==> src/pwr_ctrl_consts.svh <==
// register offsets, field positions, reset values and divider constants
`ifndef PWR_CTRL_CONSTS_SVH
`define PWR_CTRL_CONSTS_SVH

// -----------------------------------------------------------------------
// register indices and byte addresses (byte address = 4 * index)
// -----------------------------------------------------------------------
`define PADDR_W          20
`define IDX_BOOSTER_CLK  16'h5071
`define IDX_LCD_REG      16'h50a3
`define IDX_CORE_REG     16'h5120
`define ADDR_BOOSTER_CLK 20'h141c4
`define ADDR_LCD_REG     20'h1428c
`define ADDR_CORE_REG    20'h14480

// -----------------------------------------------------------------------
// field positions
// -----------------------------------------------------------------------
`define BCLK_DIV_MSB     6
`define BCLK_DIV_LSB     4
`define BCLK_SRC_MSB     3
`define BCLK_SRC_LSB     2
`define BCLK_GATE_BIT    0
`define LCD_CORE_REGULATOR_HEAVY_LOAD_PROTECT_BIT     4
`define LCD_REF_BIT      0
`define CORE_CORE_REGULATOR_HEAVY_LOAD_PROTECT_BIT    5

// -----------------------------------------------------------------------
// reset values
// -----------------------------------------------------------------------
`define BCLK_DIV_RST     3'h0
`define BCLK_SRC_RST     2'h0
`define BCLK_GATE_RST    1'b0
`define LCD_CORE_REGULATOR_HEAVY_LOAD_PROTECT_RST     1'b0
`define LCD_REF_RST      1'b0
`define CORE_CORE_REGULATOR_HEAVY_LOAD_PROTECT_RST    1'b0

// -----------------------------------------------------------------------
// divider: output bit = base + code; fast /64 is bit 5, slow /8 is bit 2
// -----------------------------------------------------------------------
`define DIV_CNT_W        12
`define DIV_FAST_BASE    4'h5
`define DIV_SLOW_BASE    4'h2
`define DIV_FAST_MAX     3'h6
`define DIV_SLOW_MAX     3'h3

`endif

==> src/placeholder_none.sv <==
// intentionally empty compilation unit
`timescale 1ns/1ps

==> src/pwr_ctrl_pkg.sv <==
// types shared by the power control register block
package pwr_ctrl_pkg;

    // -------------------------------------------------------------------
    // booster clock source codes
    // -------------------------------------------------------------------
    typedef enum logic [1:0] {
        SRC_FAST  = 2'b00,
        SRC_SLOW  = 2'b01,
        SRC_RSV_2 = 2'b10,
        SRC_RSV_3 = 2'b11
    } src_sel_t;

    // -------------------------------------------------------------------
    // booster clock control settings
    // -------------------------------------------------------------------
    typedef struct packed {
        logic [2:0] booster_divider_select;
        src_sel_t   booster_source_select;
        logic       booster_clock_gate;
    } bclk_ctrl_t;

    // -------------------------------------------------------------------
    // regulator controls
    // -------------------------------------------------------------------
    typedef struct packed {
        logic lcd_regulator_heavy_load_protect;
        logic reference_level_select;
        logic core_regulator_heavy_load_protect;
    } reg_ctrl_t;

endpackage : pwr_ctrl_pkg

==> src/pwr_ctrl_regs.sv <==
// power control registers on apb with booster clock generation
//
// The APB register port was decided locally.
`timescale 1ns/1ps
`include "pwr_ctrl_consts.svh"

module pwr_ctrl_regs (
    input  wire logic               pclk,
    input  wire logic               presetn,
    input  wire logic               psel,
    input  wire logic               penable,
    input  wire logic               pwrite,
    input  wire logic [`PADDR_W-1:0] paddr,
    input  wire logic [31:0]        pwdata,
    output logic [31:0]             prdata,
    output logic                    pready,
    output logic                    pslverr,
    input  wire logic               fast_internal_oscillator,
    input  wire logic               low_speed_oscillator,
    output logic                    booster_clk,
    output pwr_ctrl_pkg::reg_ctrl_t reg_ctrl
);

    // -------------------------------------------------------------------
    // address decode
    // -------------------------------------------------------------------
    logic hit_bclk;
    logic hit_lcd;
    logic hit_core;
    logic hit_any;
    logic setup;
    logic commit;

    assign hit_bclk = (paddr == `ADDR_BOOSTER_CLK);
    assign hit_lcd  = (paddr == `ADDR_LCD_REG);
    assign hit_core = (paddr == `ADDR_CORE_REG);
    assign hit_any  = hit_bclk | hit_lcd | hit_core;
    assign setup    = psel & ~penable;

    // -------------------------------------------------------------------
    // register state
    // -------------------------------------------------------------------
    pwr_ctrl_pkg::bclk_ctrl_t bclk_q;
    pwr_ctrl_pkg::bclk_ctrl_t bclk_d;
    pwr_ctrl_pkg::reg_ctrl_t  regc_q;
    pwr_ctrl_pkg::reg_ctrl_t  regc_d;
    logic                     pready_q;
    logic                     pready_d;
    logic                     pslverr_q;
    logic                     pslverr_d;
    logic [31:0]              prdata_q;
    logic [31:0]              prdata_d;

    assign commit = psel & penable & pready_q;

    // -------------------------------------------------------------------
    // read image of each register
    // -------------------------------------------------------------------
    logic [7:0] img_bclk;
    logic [7:0] img_lcd;
    logic [7:0] img_core;

    always_comb begin
        // reserved bits read as zero
        img_bclk = 8'h00;
        img_bclk[`BCLK_DIV_MSB:`BCLK_DIV_LSB] =
            bclk_q.booster_divider_select;
        img_bclk[`BCLK_SRC_MSB:`BCLK_SRC_LSB] =
            bclk_q.booster_source_select;
        img_bclk[`BCLK_GATE_BIT] = bclk_q.booster_clock_gate;
        img_lcd = 8'h00;
        img_lcd[`LCD_CORE_REGULATOR_HEAVY_LOAD_PROTECT_BIT] = regc_q.lcd_regulator_heavy_load_protect;
        img_lcd[`LCD_REF_BIT]  = regc_q.reference_level_select;
        img_core = 8'h00;
        img_core[`CORE_CORE_REGULATOR_HEAVY_LOAD_PROTECT_BIT] =
            regc_q.core_regulator_heavy_load_protect;
    end

    // -------------------------------------------------------------------
    // apb slave: no wait states, answer in the first access cycle
    // -------------------------------------------------------------------
    always_comb begin
        bclk_d    = bclk_q;
        regc_d    = regc_q;
        pready_d  = setup;
        pslverr_d = setup & ~hit_any;
        prdata_d  = 32'h0000_0000;
        if (setup && !pwrite) begin
            if (hit_bclk) begin
                prdata_d = {24'h00_0000, img_bclk};
            end else if (hit_lcd) begin
                prdata_d = {24'h00_0000, img_lcd};
            end else if (hit_core) begin
                prdata_d = {24'h00_0000, img_core};
            end
        end
        // only defined bits are stored; reserved bits are dropped
        if (commit && pwrite) begin
            if (hit_bclk) begin
                bclk_d.booster_divider_select =
                    pwdata[`BCLK_DIV_MSB:`BCLK_DIV_LSB];
                bclk_d.booster_source_select = pwr_ctrl_pkg::src_sel_t'(
                    pwdata[`BCLK_SRC_MSB:`BCLK_SRC_LSB]);
                bclk_d.booster_clock_gate = pwdata[`BCLK_GATE_BIT];
            end
            if (hit_lcd) begin
                regc_d.lcd_regulator_heavy_load_protect =
                    pwdata[`LCD_CORE_REGULATOR_HEAVY_LOAD_PROTECT_BIT];
                regc_d.reference_level_select = pwdata[`LCD_REF_BIT];
            end
            if (hit_core) begin
                regc_d.core_regulator_heavy_load_protect =
                    pwdata[`CORE_CORE_REGULATOR_HEAVY_LOAD_PROTECT_BIT];
            end
        end
    end

    always_ff @(posedge pclk or negedge presetn) begin
        if (!presetn) begin
            bclk_q.booster_divider_select     <= `BCLK_DIV_RST;
            bclk_q.booster_source_select      <= pwr_ctrl_pkg::SRC_FAST;
            bclk_q.booster_clock_gate         <= `BCLK_GATE_RST;
            regc_q.lcd_regulator_heavy_load_protect  <= `LCD_CORE_REGULATOR_HEAVY_LOAD_PROTECT_RST;
            regc_q.reference_level_select            <= `LCD_REF_RST;
            regc_q.core_regulator_heavy_load_protect <= `CORE_CORE_REGULATOR_HEAVY_LOAD_PROTECT_RST;
            pready_q  <= 1'b0;
            pslverr_q <= 1'b0;
            prdata_q  <= 32'h0000_0000;
        end else begin
            bclk_q    <= bclk_d;
            regc_q    <= regc_d;
            pready_q  <= pready_d;
            pslverr_q <= pslverr_d;
            prdata_q  <= prdata_d;
        end
    end

    assign pready   = pready_q;
    assign pslverr  = pslverr_q;
    assign prdata   = prdata_q;
    assign reg_ctrl = regc_q;

    // -------------------------------------------------------------------
    // booster clock divider
    // -------------------------------------------------------------------
    logic                  div_tick;
    logic                  div_cfg_ok;
    logic [`DIV_CNT_W-1:0] div_cnt;

    booster_clk_div booster_clk_div_i (
        .pclk                     (pclk),
        .presetn                  (presetn),
        .fast_internal_oscillator (fast_internal_oscillator),
        .low_speed_oscillator     (low_speed_oscillator),
        .cfg                      (bclk_q),
        .booster_clk              (booster_clk),
        .tick                     (div_tick),
        .cfg_ok                   (div_cfg_ok),
        .cnt                      (div_cnt)
    );

    logic [3:0] exp_fast_bit;
    logic [3:0] exp_slow_bit;
    assign exp_fast_bit = `DIV_FAST_BASE +
                          {1'b0, bclk_q.booster_divider_select};
    assign exp_slow_bit = `DIV_SLOW_BASE +
                          {1'b0, bclk_q.booster_divider_select};
endmodule : pwr_ctrl_regs

==> src/booster_clk_div.sv <==
// free-running booster clock divider with source and ratio select
`timescale 1ns/1ps
`include "pwr_ctrl_consts.svh"

module booster_clk_div (
    input  wire logic                    pclk,
    input  wire logic                    presetn,
    input  wire logic                    fast_internal_oscillator,
    input  wire logic                    low_speed_oscillator,
    input  wire pwr_ctrl_pkg::bclk_ctrl_t cfg,
    output logic                         booster_clk,
    output logic                         tick,
    output logic                         cfg_ok,
    output logic [`DIV_CNT_W-1:0]        cnt
);

    // -------------------------------------------------------------------
    // source edge detect and counter
    // -------------------------------------------------------------------
    logic                  fast_q;
    logic                  slow_q;
    logic [`DIV_CNT_W-1:0] cnt_q;
    logic [`DIV_CNT_W-1:0] cnt_d;
    logic                  clk_q;
    logic                  clk_d;
    logic [3:0]            bit_sel;

    always_comb begin
        cfg_ok  = 1'b0;
        bit_sel = `DIV_FAST_BASE;
        tick    = 1'b0;
        case (cfg.booster_source_select)
            pwr_ctrl_pkg::SRC_FAST: begin
                tick    = fast_internal_oscillator & ~fast_q;
                cfg_ok  = (cfg.booster_divider_select <= `DIV_FAST_MAX);
                bit_sel = `DIV_FAST_BASE + {1'b0, cfg.booster_divider_select};
            end
            pwr_ctrl_pkg::SRC_SLOW: begin
                tick    = low_speed_oscillator & ~slow_q;
                cfg_ok  = (cfg.booster_divider_select <= `DIV_SLOW_MAX);
                bit_sel = `DIV_SLOW_BASE + {1'b0, cfg.booster_divider_select};
            end
            default: begin
                cfg_ok = 1'b0;
            end
        endcase
        cnt_d = cnt_q + {{(`DIV_CNT_W-1){1'b0}}, tick};
        // reserved codes keep the output low
        clk_d = cfg.booster_clock_gate & cfg_ok & cnt_q[bit_sel];
    end

    always_ff @(posedge pclk or negedge presetn) begin
        if (!presetn) begin
            fast_q <= 1'b0;
            slow_q <= 1'b0;
            cnt_q  <= '0;
            clk_q  <= 1'b0;
        end else begin
            fast_q <= fast_internal_oscillator;
            slow_q <= low_speed_oscillator;
            cnt_q  <= cnt_d;
            clk_q  <= clk_d;
        end
    end

    assign booster_clk = clk_q;
    assign cnt         = cnt_q;

endmodule : booster_clk_div

==> config.mk <==
export PLATFORM = sky130hd
export DESIGN_NAME = pwr_ctrl_regs
export DESIGN_NICKNAME = d
export VERILOG_FILES = /design/src/placeholder_none.sv /design/src/pwr_ctrl_pkg.sv /design/src/pwr_ctrl_regs.sv /design/src/booster_clk_div.sv
export VERILOG_INCLUDE_DIRS = /design/src
export SDC_FILE = /design/constraint.sdc
export NUM_CORES = 1
export LEC_CHECK = 0
export ABC_AREA = 0
export BUFFER_PORTS_ARGS = -buffer_cell sky130_fd_sc_hd__buf_4
export CORE_ASPECT_RATIO = 0.6
export CORE_MARGIN = 10
export CORE_UTILIZATION = 50
export CTS_CLUSTER_DIAMETER = 120
export CTS_CLUSTER_SIZE = 10
export DETAILED_ROUTE_END_ITERATION = 12
export PLACE_DENSITY_LB_ADDON = 0.3
export SYNTH_ARGS = -nofsm -noshare
export SYNTH_HDL_FRONTEND = slang
export SYNTH_SLANG_ARGS = --single-unit
==> constraint.sdc <==
create_clock -name pclk -period 3 [get_ports pclk]
set_input_delay 0.3 -clock pclk [delete_from_list [all_inputs] [get_ports pclk]]
set_output_delay 0.3 -clock pclk [all_outputs]
set_load 0.05 [all_outputs]
# Yosys cells after proc, flatten, opt, wreduce, memory -nomap -nowiden
# Cells that the tools add are included.
[word_totals] ff_bits=58 in_bits=59 out_inout_bits=38 wordCells=53
[op_classes] n_addsub=3 magnitude_cmp=3 n_eq_ne=4 mux=9 bitwise=14 reduce_logical=7
[ops] cell="20-bit by 17-bit == test with 1-bit output (second input constant)" n=3
[ops] cell="32-bit two-way mux" n=1
[ops] cell="12-bit by 1-bit adder with 12-bit output" n=1
[ops] cell="6-bit two-way mux" n=2
[ops] cell="1-bit AND" n=8
[ops] cell="4-bit one-hot mux with 2 select lines" n=1
[ops] cell="7-bit two-way mux" n=1
[ops] cell="2-bit AND reduction" n=3
[ops] cell="4-bit by 5-bit less-than comparator with 1-bit output (second input constant)" n=1
[ops] cell="2-bit by 3-bit adder with 4-bit output (first input constant)" n=1
[ops] cell="3-bit by 3-bit adder with 4-bit output (first input constant)" n=1
[ops] cell="1-bit binary-select mux with 4-bit select" n=1
[ops] cell="1-bit NOT" n=4
[ops] cell="1-bit one-hot mux with 2 select lines" n=2
[ops] cell="3-bit by 2-bit <= comparator with 1-bit output (second input constant)" n=1
[ops] cell="3-bit <= comparator (second input constant)" n=1
[ops] cell="2-bit by 1-bit == test with 1-bit output (second input constant)" n=1
[ops] cell="1-bit logical AND" n=2
[ops] cell="2-bit zero test" n=1
[ops] cell="1-bit OR" n=2
[ops] cell="1-bit zero test" n=1
[ops] cell="1-bit two-way mux" n=1

# Depth between registers and ports, before layout
[depth] ltp_word=5 depth_mapped=10 ltp_nobuf=9

# Hierarchy
# A second synthesis with hierarchy kept.
[hier_totals] cells_unflattened=189 area_unflattened_um2=2026.9
[by_module_without_submodules] mod="pwr_ctrl_regs" instances=1 cells_each=87 area_each_um2=1034.7 seq_area_each_um2=425.4
[by_module_without_submodules] mod="booster_clk_div" instances=1 cells_each=102 area_each_um2=992.2 seq_area_each_um2=375.4

# Worst setup path before layout
# OpenSTA, ideal clock, no wires.
[synth_path] path_kind="register to register" from="reg bclk_q[3] in the netlist's numbering" to="reg booster_clk_div_i.clk_q, in the netlist booster_clk_div_i.booster_clk" setup_time_ns=0.129 t_arrival_ns=1.768 required_ns=2.871 setup_slack_ns=1.102 path_stages_with_launch=9 n_path_buf=1 synth_period_minus_slack_ns=1.898 path_cell_list="dfrtp_1 buf_4 inv_1 ha_1 or2_2 o22ai_1 nand3_1 a31oi_1 a31oi_1"
[synth_via] elab_chain_cells=5 word_cells_on_any_way=10 classes_between="add/sub: 2; order compare: 2; mux: 4; bitwise: 2"
[synth_rtl] element="start: declaration" line="pwr_ctrl_regs.sv:43" text="pwr_ctrl_pkg::bclk_ctrl_t bclk_q;"
[synth_rtl] element="start signal: assignment" line="pwr_ctrl_regs.sv:130" text="bclk_q <= bclk_d;"
[synth_rtl] element="2-bit by 3-bit adder with 4-bit output (no source line) / 3-bit by 3-bit adder with 4-bit output (equally long branches)"
[synth_rtl] element="4-bit one-hot mux with 2 select lines" line="booster_clk_div.sv:32" text="case (cfg.booster_source_select)"
[synth_rtl] element="1-bit binary-select mux with 4-bit select" line="booster_clk_div.sv:49" text="clk_d = cfg.booster_clock_gate & cfg_ok & cnt_q[bit_sel];"
[synth_rtl] element="1-bit two-way mux (implied by the code)" line="booster_clk_div.sv:49"
[synth_rtl] element="1-bit AND (*)" line="booster_clk_div.sv:49"
[synth_rtl] element="named net booster_clk_div_i.clk_d" line="booster_clk_div.sv:25" text="logic clk_d;"
[synth_rtl] element="end signal: assignment" line="booster_clk_div.sv:62" text="clk_q <= clk_d;"
[synth_rtl] element="end: declaration" line="booster_clk_div.sv:24" text="logic clk_q;"
# Mark *: on every way through the listed nets, which the timed path passes. The rest lies on a longest branch. The select of a mux whose other input is x is not followed.
# A chain may end at the register's enable or synchronous reset.

# Final worst setup path
[layout_path] from="reg bclk_q[1] in the netlist's numbering" to="reg booster_clk_div_i.cnt_q[9], in the netlist booster_clk_div_i.cnt[9]"
[layout_via] elab_chain_cells=3 word_cells_on_any_way=4 classes_between="add/sub: 1; eq/ne: 1; mux: 1; reduce/logical: 1"
[layout_rtl] element="2-bit by 1-bit == test with 1-bit output / 2-bit zero test (equally long branches)" line="booster_clk_div.sv:32"
[layout_rtl] element="1-bit one-hot mux with 2 select lines (*)" line="booster_clk_div.sv:32"
[layout_rtl] element="12-bit by 1-bit adder with 12-bit output (*)" line="booster_clk_div.sv:47" text="cnt_d = cnt_q + {{(`DIV_CNT_W-1){1'b0}}, tick};"
[layout_rtl] element="named net booster_clk_div_i.cnt_d[9]" line="booster_clk_div.sv:23" text="logic [`DIV_CNT_W-1:0] cnt_d;"
[layout_rtl] element="end signal: assignment" line="booster_clk_div.sv:61" text="cnt_q <= cnt_d;"
[layout_rtl] element="end: declaration" line="booster_clk_div.sv:22" text="logic [`DIV_CNT_W-1:0] cnt_q;"
# Mark *: on every way through the listed nets, which the timed path passes. The rest lies on a longest branch.

==> impl_metrics.env <==
export IMPL_ys_seq_area_share_pct=39.1
export IMPL_clk_latency_ns=0.28
export IMPL_antenna_left=0
export IMPL_cts_tree="yes"
export IMPL_drtIter0Drc=207
export IMPL_place_gp_congestion=0.873
export IMPL_cts_buffers=5
export IMPL_rsz0062_at_grt="false"
export IMPL_port_buffer_count=44
export IMPL_hold_depth=1
export IMPL_design_area_mm2=0.00242
export IMPL_synth_area_per_cell_um2=9.66
export IMPL_critPathArrivalTime_ns=2.27
export IMPL_critPathLaunchType="register"
export IMPL_cts_sinks=32
export IMPL_slowest_delay_ns=0.64
export IMPL_postCtsSetupBuffers=0
export IMPL_num_vias=1619
export IMPL_slowest_stage="dfrtp_1"
export IMPL_antennaDiodeCount=0
export IMPL_fin_skew_ns=0.00474
export IMPL_clock_path_buffers=2
export IMPL_cp_required_ns=3.17
export IMPL_die_h_um=69.6
export IMPL_drt_pass1_iter_count=4
export IMPL_grt_pass1_wl_um=8110
export IMPL_placementRows=17
export IMPL_postSynthCellCount=212
export IMPL_finalCriticalPeriod_ns=2.10
export IMPL_cp_end_kind="register"
export IMPL_maxCapViolCount=0
export IMPL_fin_crit_sh_pct=70.1
export IMPL_place_area_mm2=0.00232
export IMPL_routed_wl_um=4920
export IMPL_slew_viol_final=0
export IMPL_max_freq_ghz=0.475
export IMPL_ir_drop_mv=0.316
export IMPL_crit_fanout=14
export IMPL_final_util_pct=63.5
export IMPL_synth_area_leaders="dfrtp_1 39%, buf_4 10%, ha_1 4.3%, xnor2_1 3.4%, nand2_1 3.3%"
export IMPL_num_io_pins=97
export IMPL_post_dp_hpwl_um=4020
export IMPL_synth_area_mm2=0.00205
export IMPL_vias_per_cell=5.26
export IMPL_yosys_warnings=0
export IMPL_fp_dieW_um=103
export IMPL_clk_pin_slew_ns=0.06
export IMPL_grtUsageTotal_pct=14.0
export IMPL_ys_types=45
export IMPL_synthToLayoutAreaGrowth_pct=18.0
export IMPL_power_density_mw_per_mm2=377
export IMPL_cpMostUsedCell="nor2_1"
export IMPL_grt_max_degree=33
export IMPL_antenna_found_initial=0
export IMPL_crit_chain="nand2_1, nor2_1, a21oi_1, nor2_1, ha_1, nand4_1, or3_1, xnor2_1"
export IMPL_yosysTopAreaCell="dfrtp_1"
export IMPL_critical_path_class="register to register"
export IMPL_hold_path_class="primary input to register"
export IMPL_initial_core_util_pct=53.8
export IMPL_p_leak_uw=0.00116
export IMPL_setup_viol=0
export IMPL_post_drt_wl_per_cell_um=16.0
export IMPL_grt_pass1_vias=1611
export IMPL_synthDominantCellAreaShare_pct=39.1
export IMPL_overflow=0
export IMPL_drc=0
export IMPL_status="finished, final reports clean"
export IMPL_final_hold_viol_count=0
export IMPL_cts_root_buf="clkbuf_8"
export IMPL_synth_seq_cells=32
export IMPL_setup_tns_ns=0
export IMPL_reg2reg_depth=8
export IMPL_htreeDepth=2
export IMPL_core_region_area_mm2=0.00381
export IMPL_drive_gt1_share_pct=26.1
export IMPL_die_area_mm2=0.00714
export IMPL_fin_nets=326
[cells in the mapped netlist, drive strengths merged]
library cell	instances
a2111oi	1
a211oi	3
a21oi	8
a22oi	3
a31o	1
a31oi	3
and2	1
and3	3
buf	29
clkbuf	2
conb	1
dfrtp	32
ha	7
inv	7
mux2	4
nand2	18
nand2b	3
nand3	7
nand3b	2
nand4	7
nand4b	2
nor2	16
nor2b	7
nor3	5
nor3b	2
nor4	3
nor4b	2
o211ai	2
o21a	1
o21ai	8
o22ai	3
o2bb2ai	1
o32ai	1
or2	1
or2b	2
or3	2
xnor2	9
xor2	3
[kinds of logic after synthesis]
logic type | count (synthesis) | share of synthesized area [%]
and+or+nand+nor | 83 | 25.4
buffers and inverters | 38 | 12.5
AOI/OAI and AO/OA | 35 | 10.8
DFF | 32 | 39.1
xor gates and xnor gates | 12 | 5.50
adders and majority gates | 7 | 4.28
muxes | 4 | 2.20
other | 1 | 0.183
[flip-flops by register name, indices dropped and copies added (netlist names)]
name and cells:
booster_clk_div_i.cnt 12, bclk_q 6, prdata 6, reg_ctrl 3, booster_clk_div_i.booster_clk 1, booster_clk_div_i.fast_q 1, booster_clk_div_i.slow_q 1, pready 1
pslverr 1
[power breakdown]
group	total [µW]	internal (µW)	switching [µW]
Combinational	139	35.4	104
Sequential	435	434	0.862
Clock	337	187	150
[layout by cell type (no fill, tap or decap), types with 4 or more instances in the layout]
master | netlist | final
mux2_2 | 4 | 4
nand2_1 | 18 | 18
inv_1 | 7 | 7
nor2b_1 | 7 | 7
nor2_1 | 16 | 16
buf_4 | 28 | 46
nand3_1 | 7 | 7
o21ai_0 | 8 | 8
clkbuf_8 | 0 | 6
nand4_1 | 6 | 6
xnor2_1 | 8 | 8
conb_1 | 1 | 26
dfrtp_1 | 32 | 32
a21oi_1 | 8 | 8
ha_1 | 7 | 7
[final timing paths]
check	start	to	slack, ns
worst max-delay path	bclk_q[1]	booster_clk_div_i.cnt[9]	0.90
min in group asynchronous	presetn	booster_clk_div_i.cnt[10]	0.49
worst min-delay path	low_speed_oscillator	booster_clk_div_i.slow_q	0.13
worst min register to register	booster_clk_div_i.cnt[9]	booster_clk_div_i.cnt[9]	0.49
max in group asynchronous	presetn	pready	2.21
worst max register to register	bclk_q[1]	booster_clk_div_i.cnt[9]	0.90
[worst max-delay path, delay by kind of cell, from the launching register on]
kind	cells	cell delay (ns)
adder cells (fa/ha/maj)	1	0.25
flip-flops	1	0.64
AO/OA/AOI/OAI	1	0.05
AND/OR/NAND/NOR	5	0.91
XOR/XNOR	1	0.14
[cell type report]
type,instances,area (µm²)
clock buffers,8,90.1
fillers,339,1390
inverters,7,26.3
multi-input cells,167,1080
flip-flops and latches,32,801
well taps,47,58.8
repair buffers,47,355
[layer usage]
| metal | vias up | track usage [%] | part of all wire [%] |
|---|---|---|---|
| met1 | 768 | 20.4 | 48 |
| met5 | - | 0 | 0 |
| met4 | 0 | 3.24 | 0.51 |
| li1 | 782 | - | - |
| met3 | 2 | 4.46 | 10 |
| met2 | 67 | 19.3 | 42 |
[timing repair]
item	CTS	global route
resized for setup	0	0
endpoints found under the setup margin	0	0
hold buffers	1	0
endpoints found under the hold margin	32	0
[per-stage QoR]
stage	hold WS [ns]	instances	worst slack, ns	total power [µW]
after floorplan	0.00441	237	1.10	557
after global placement	0.252	299	0.993	579
after detailed placement	0.257	299	0.917	580
after CTS	0.127	308	0.895	920
after global routing	0.126	308	0.690	948
final	0.132	308	0.896	911
Power figures use the tool's default switching activity.
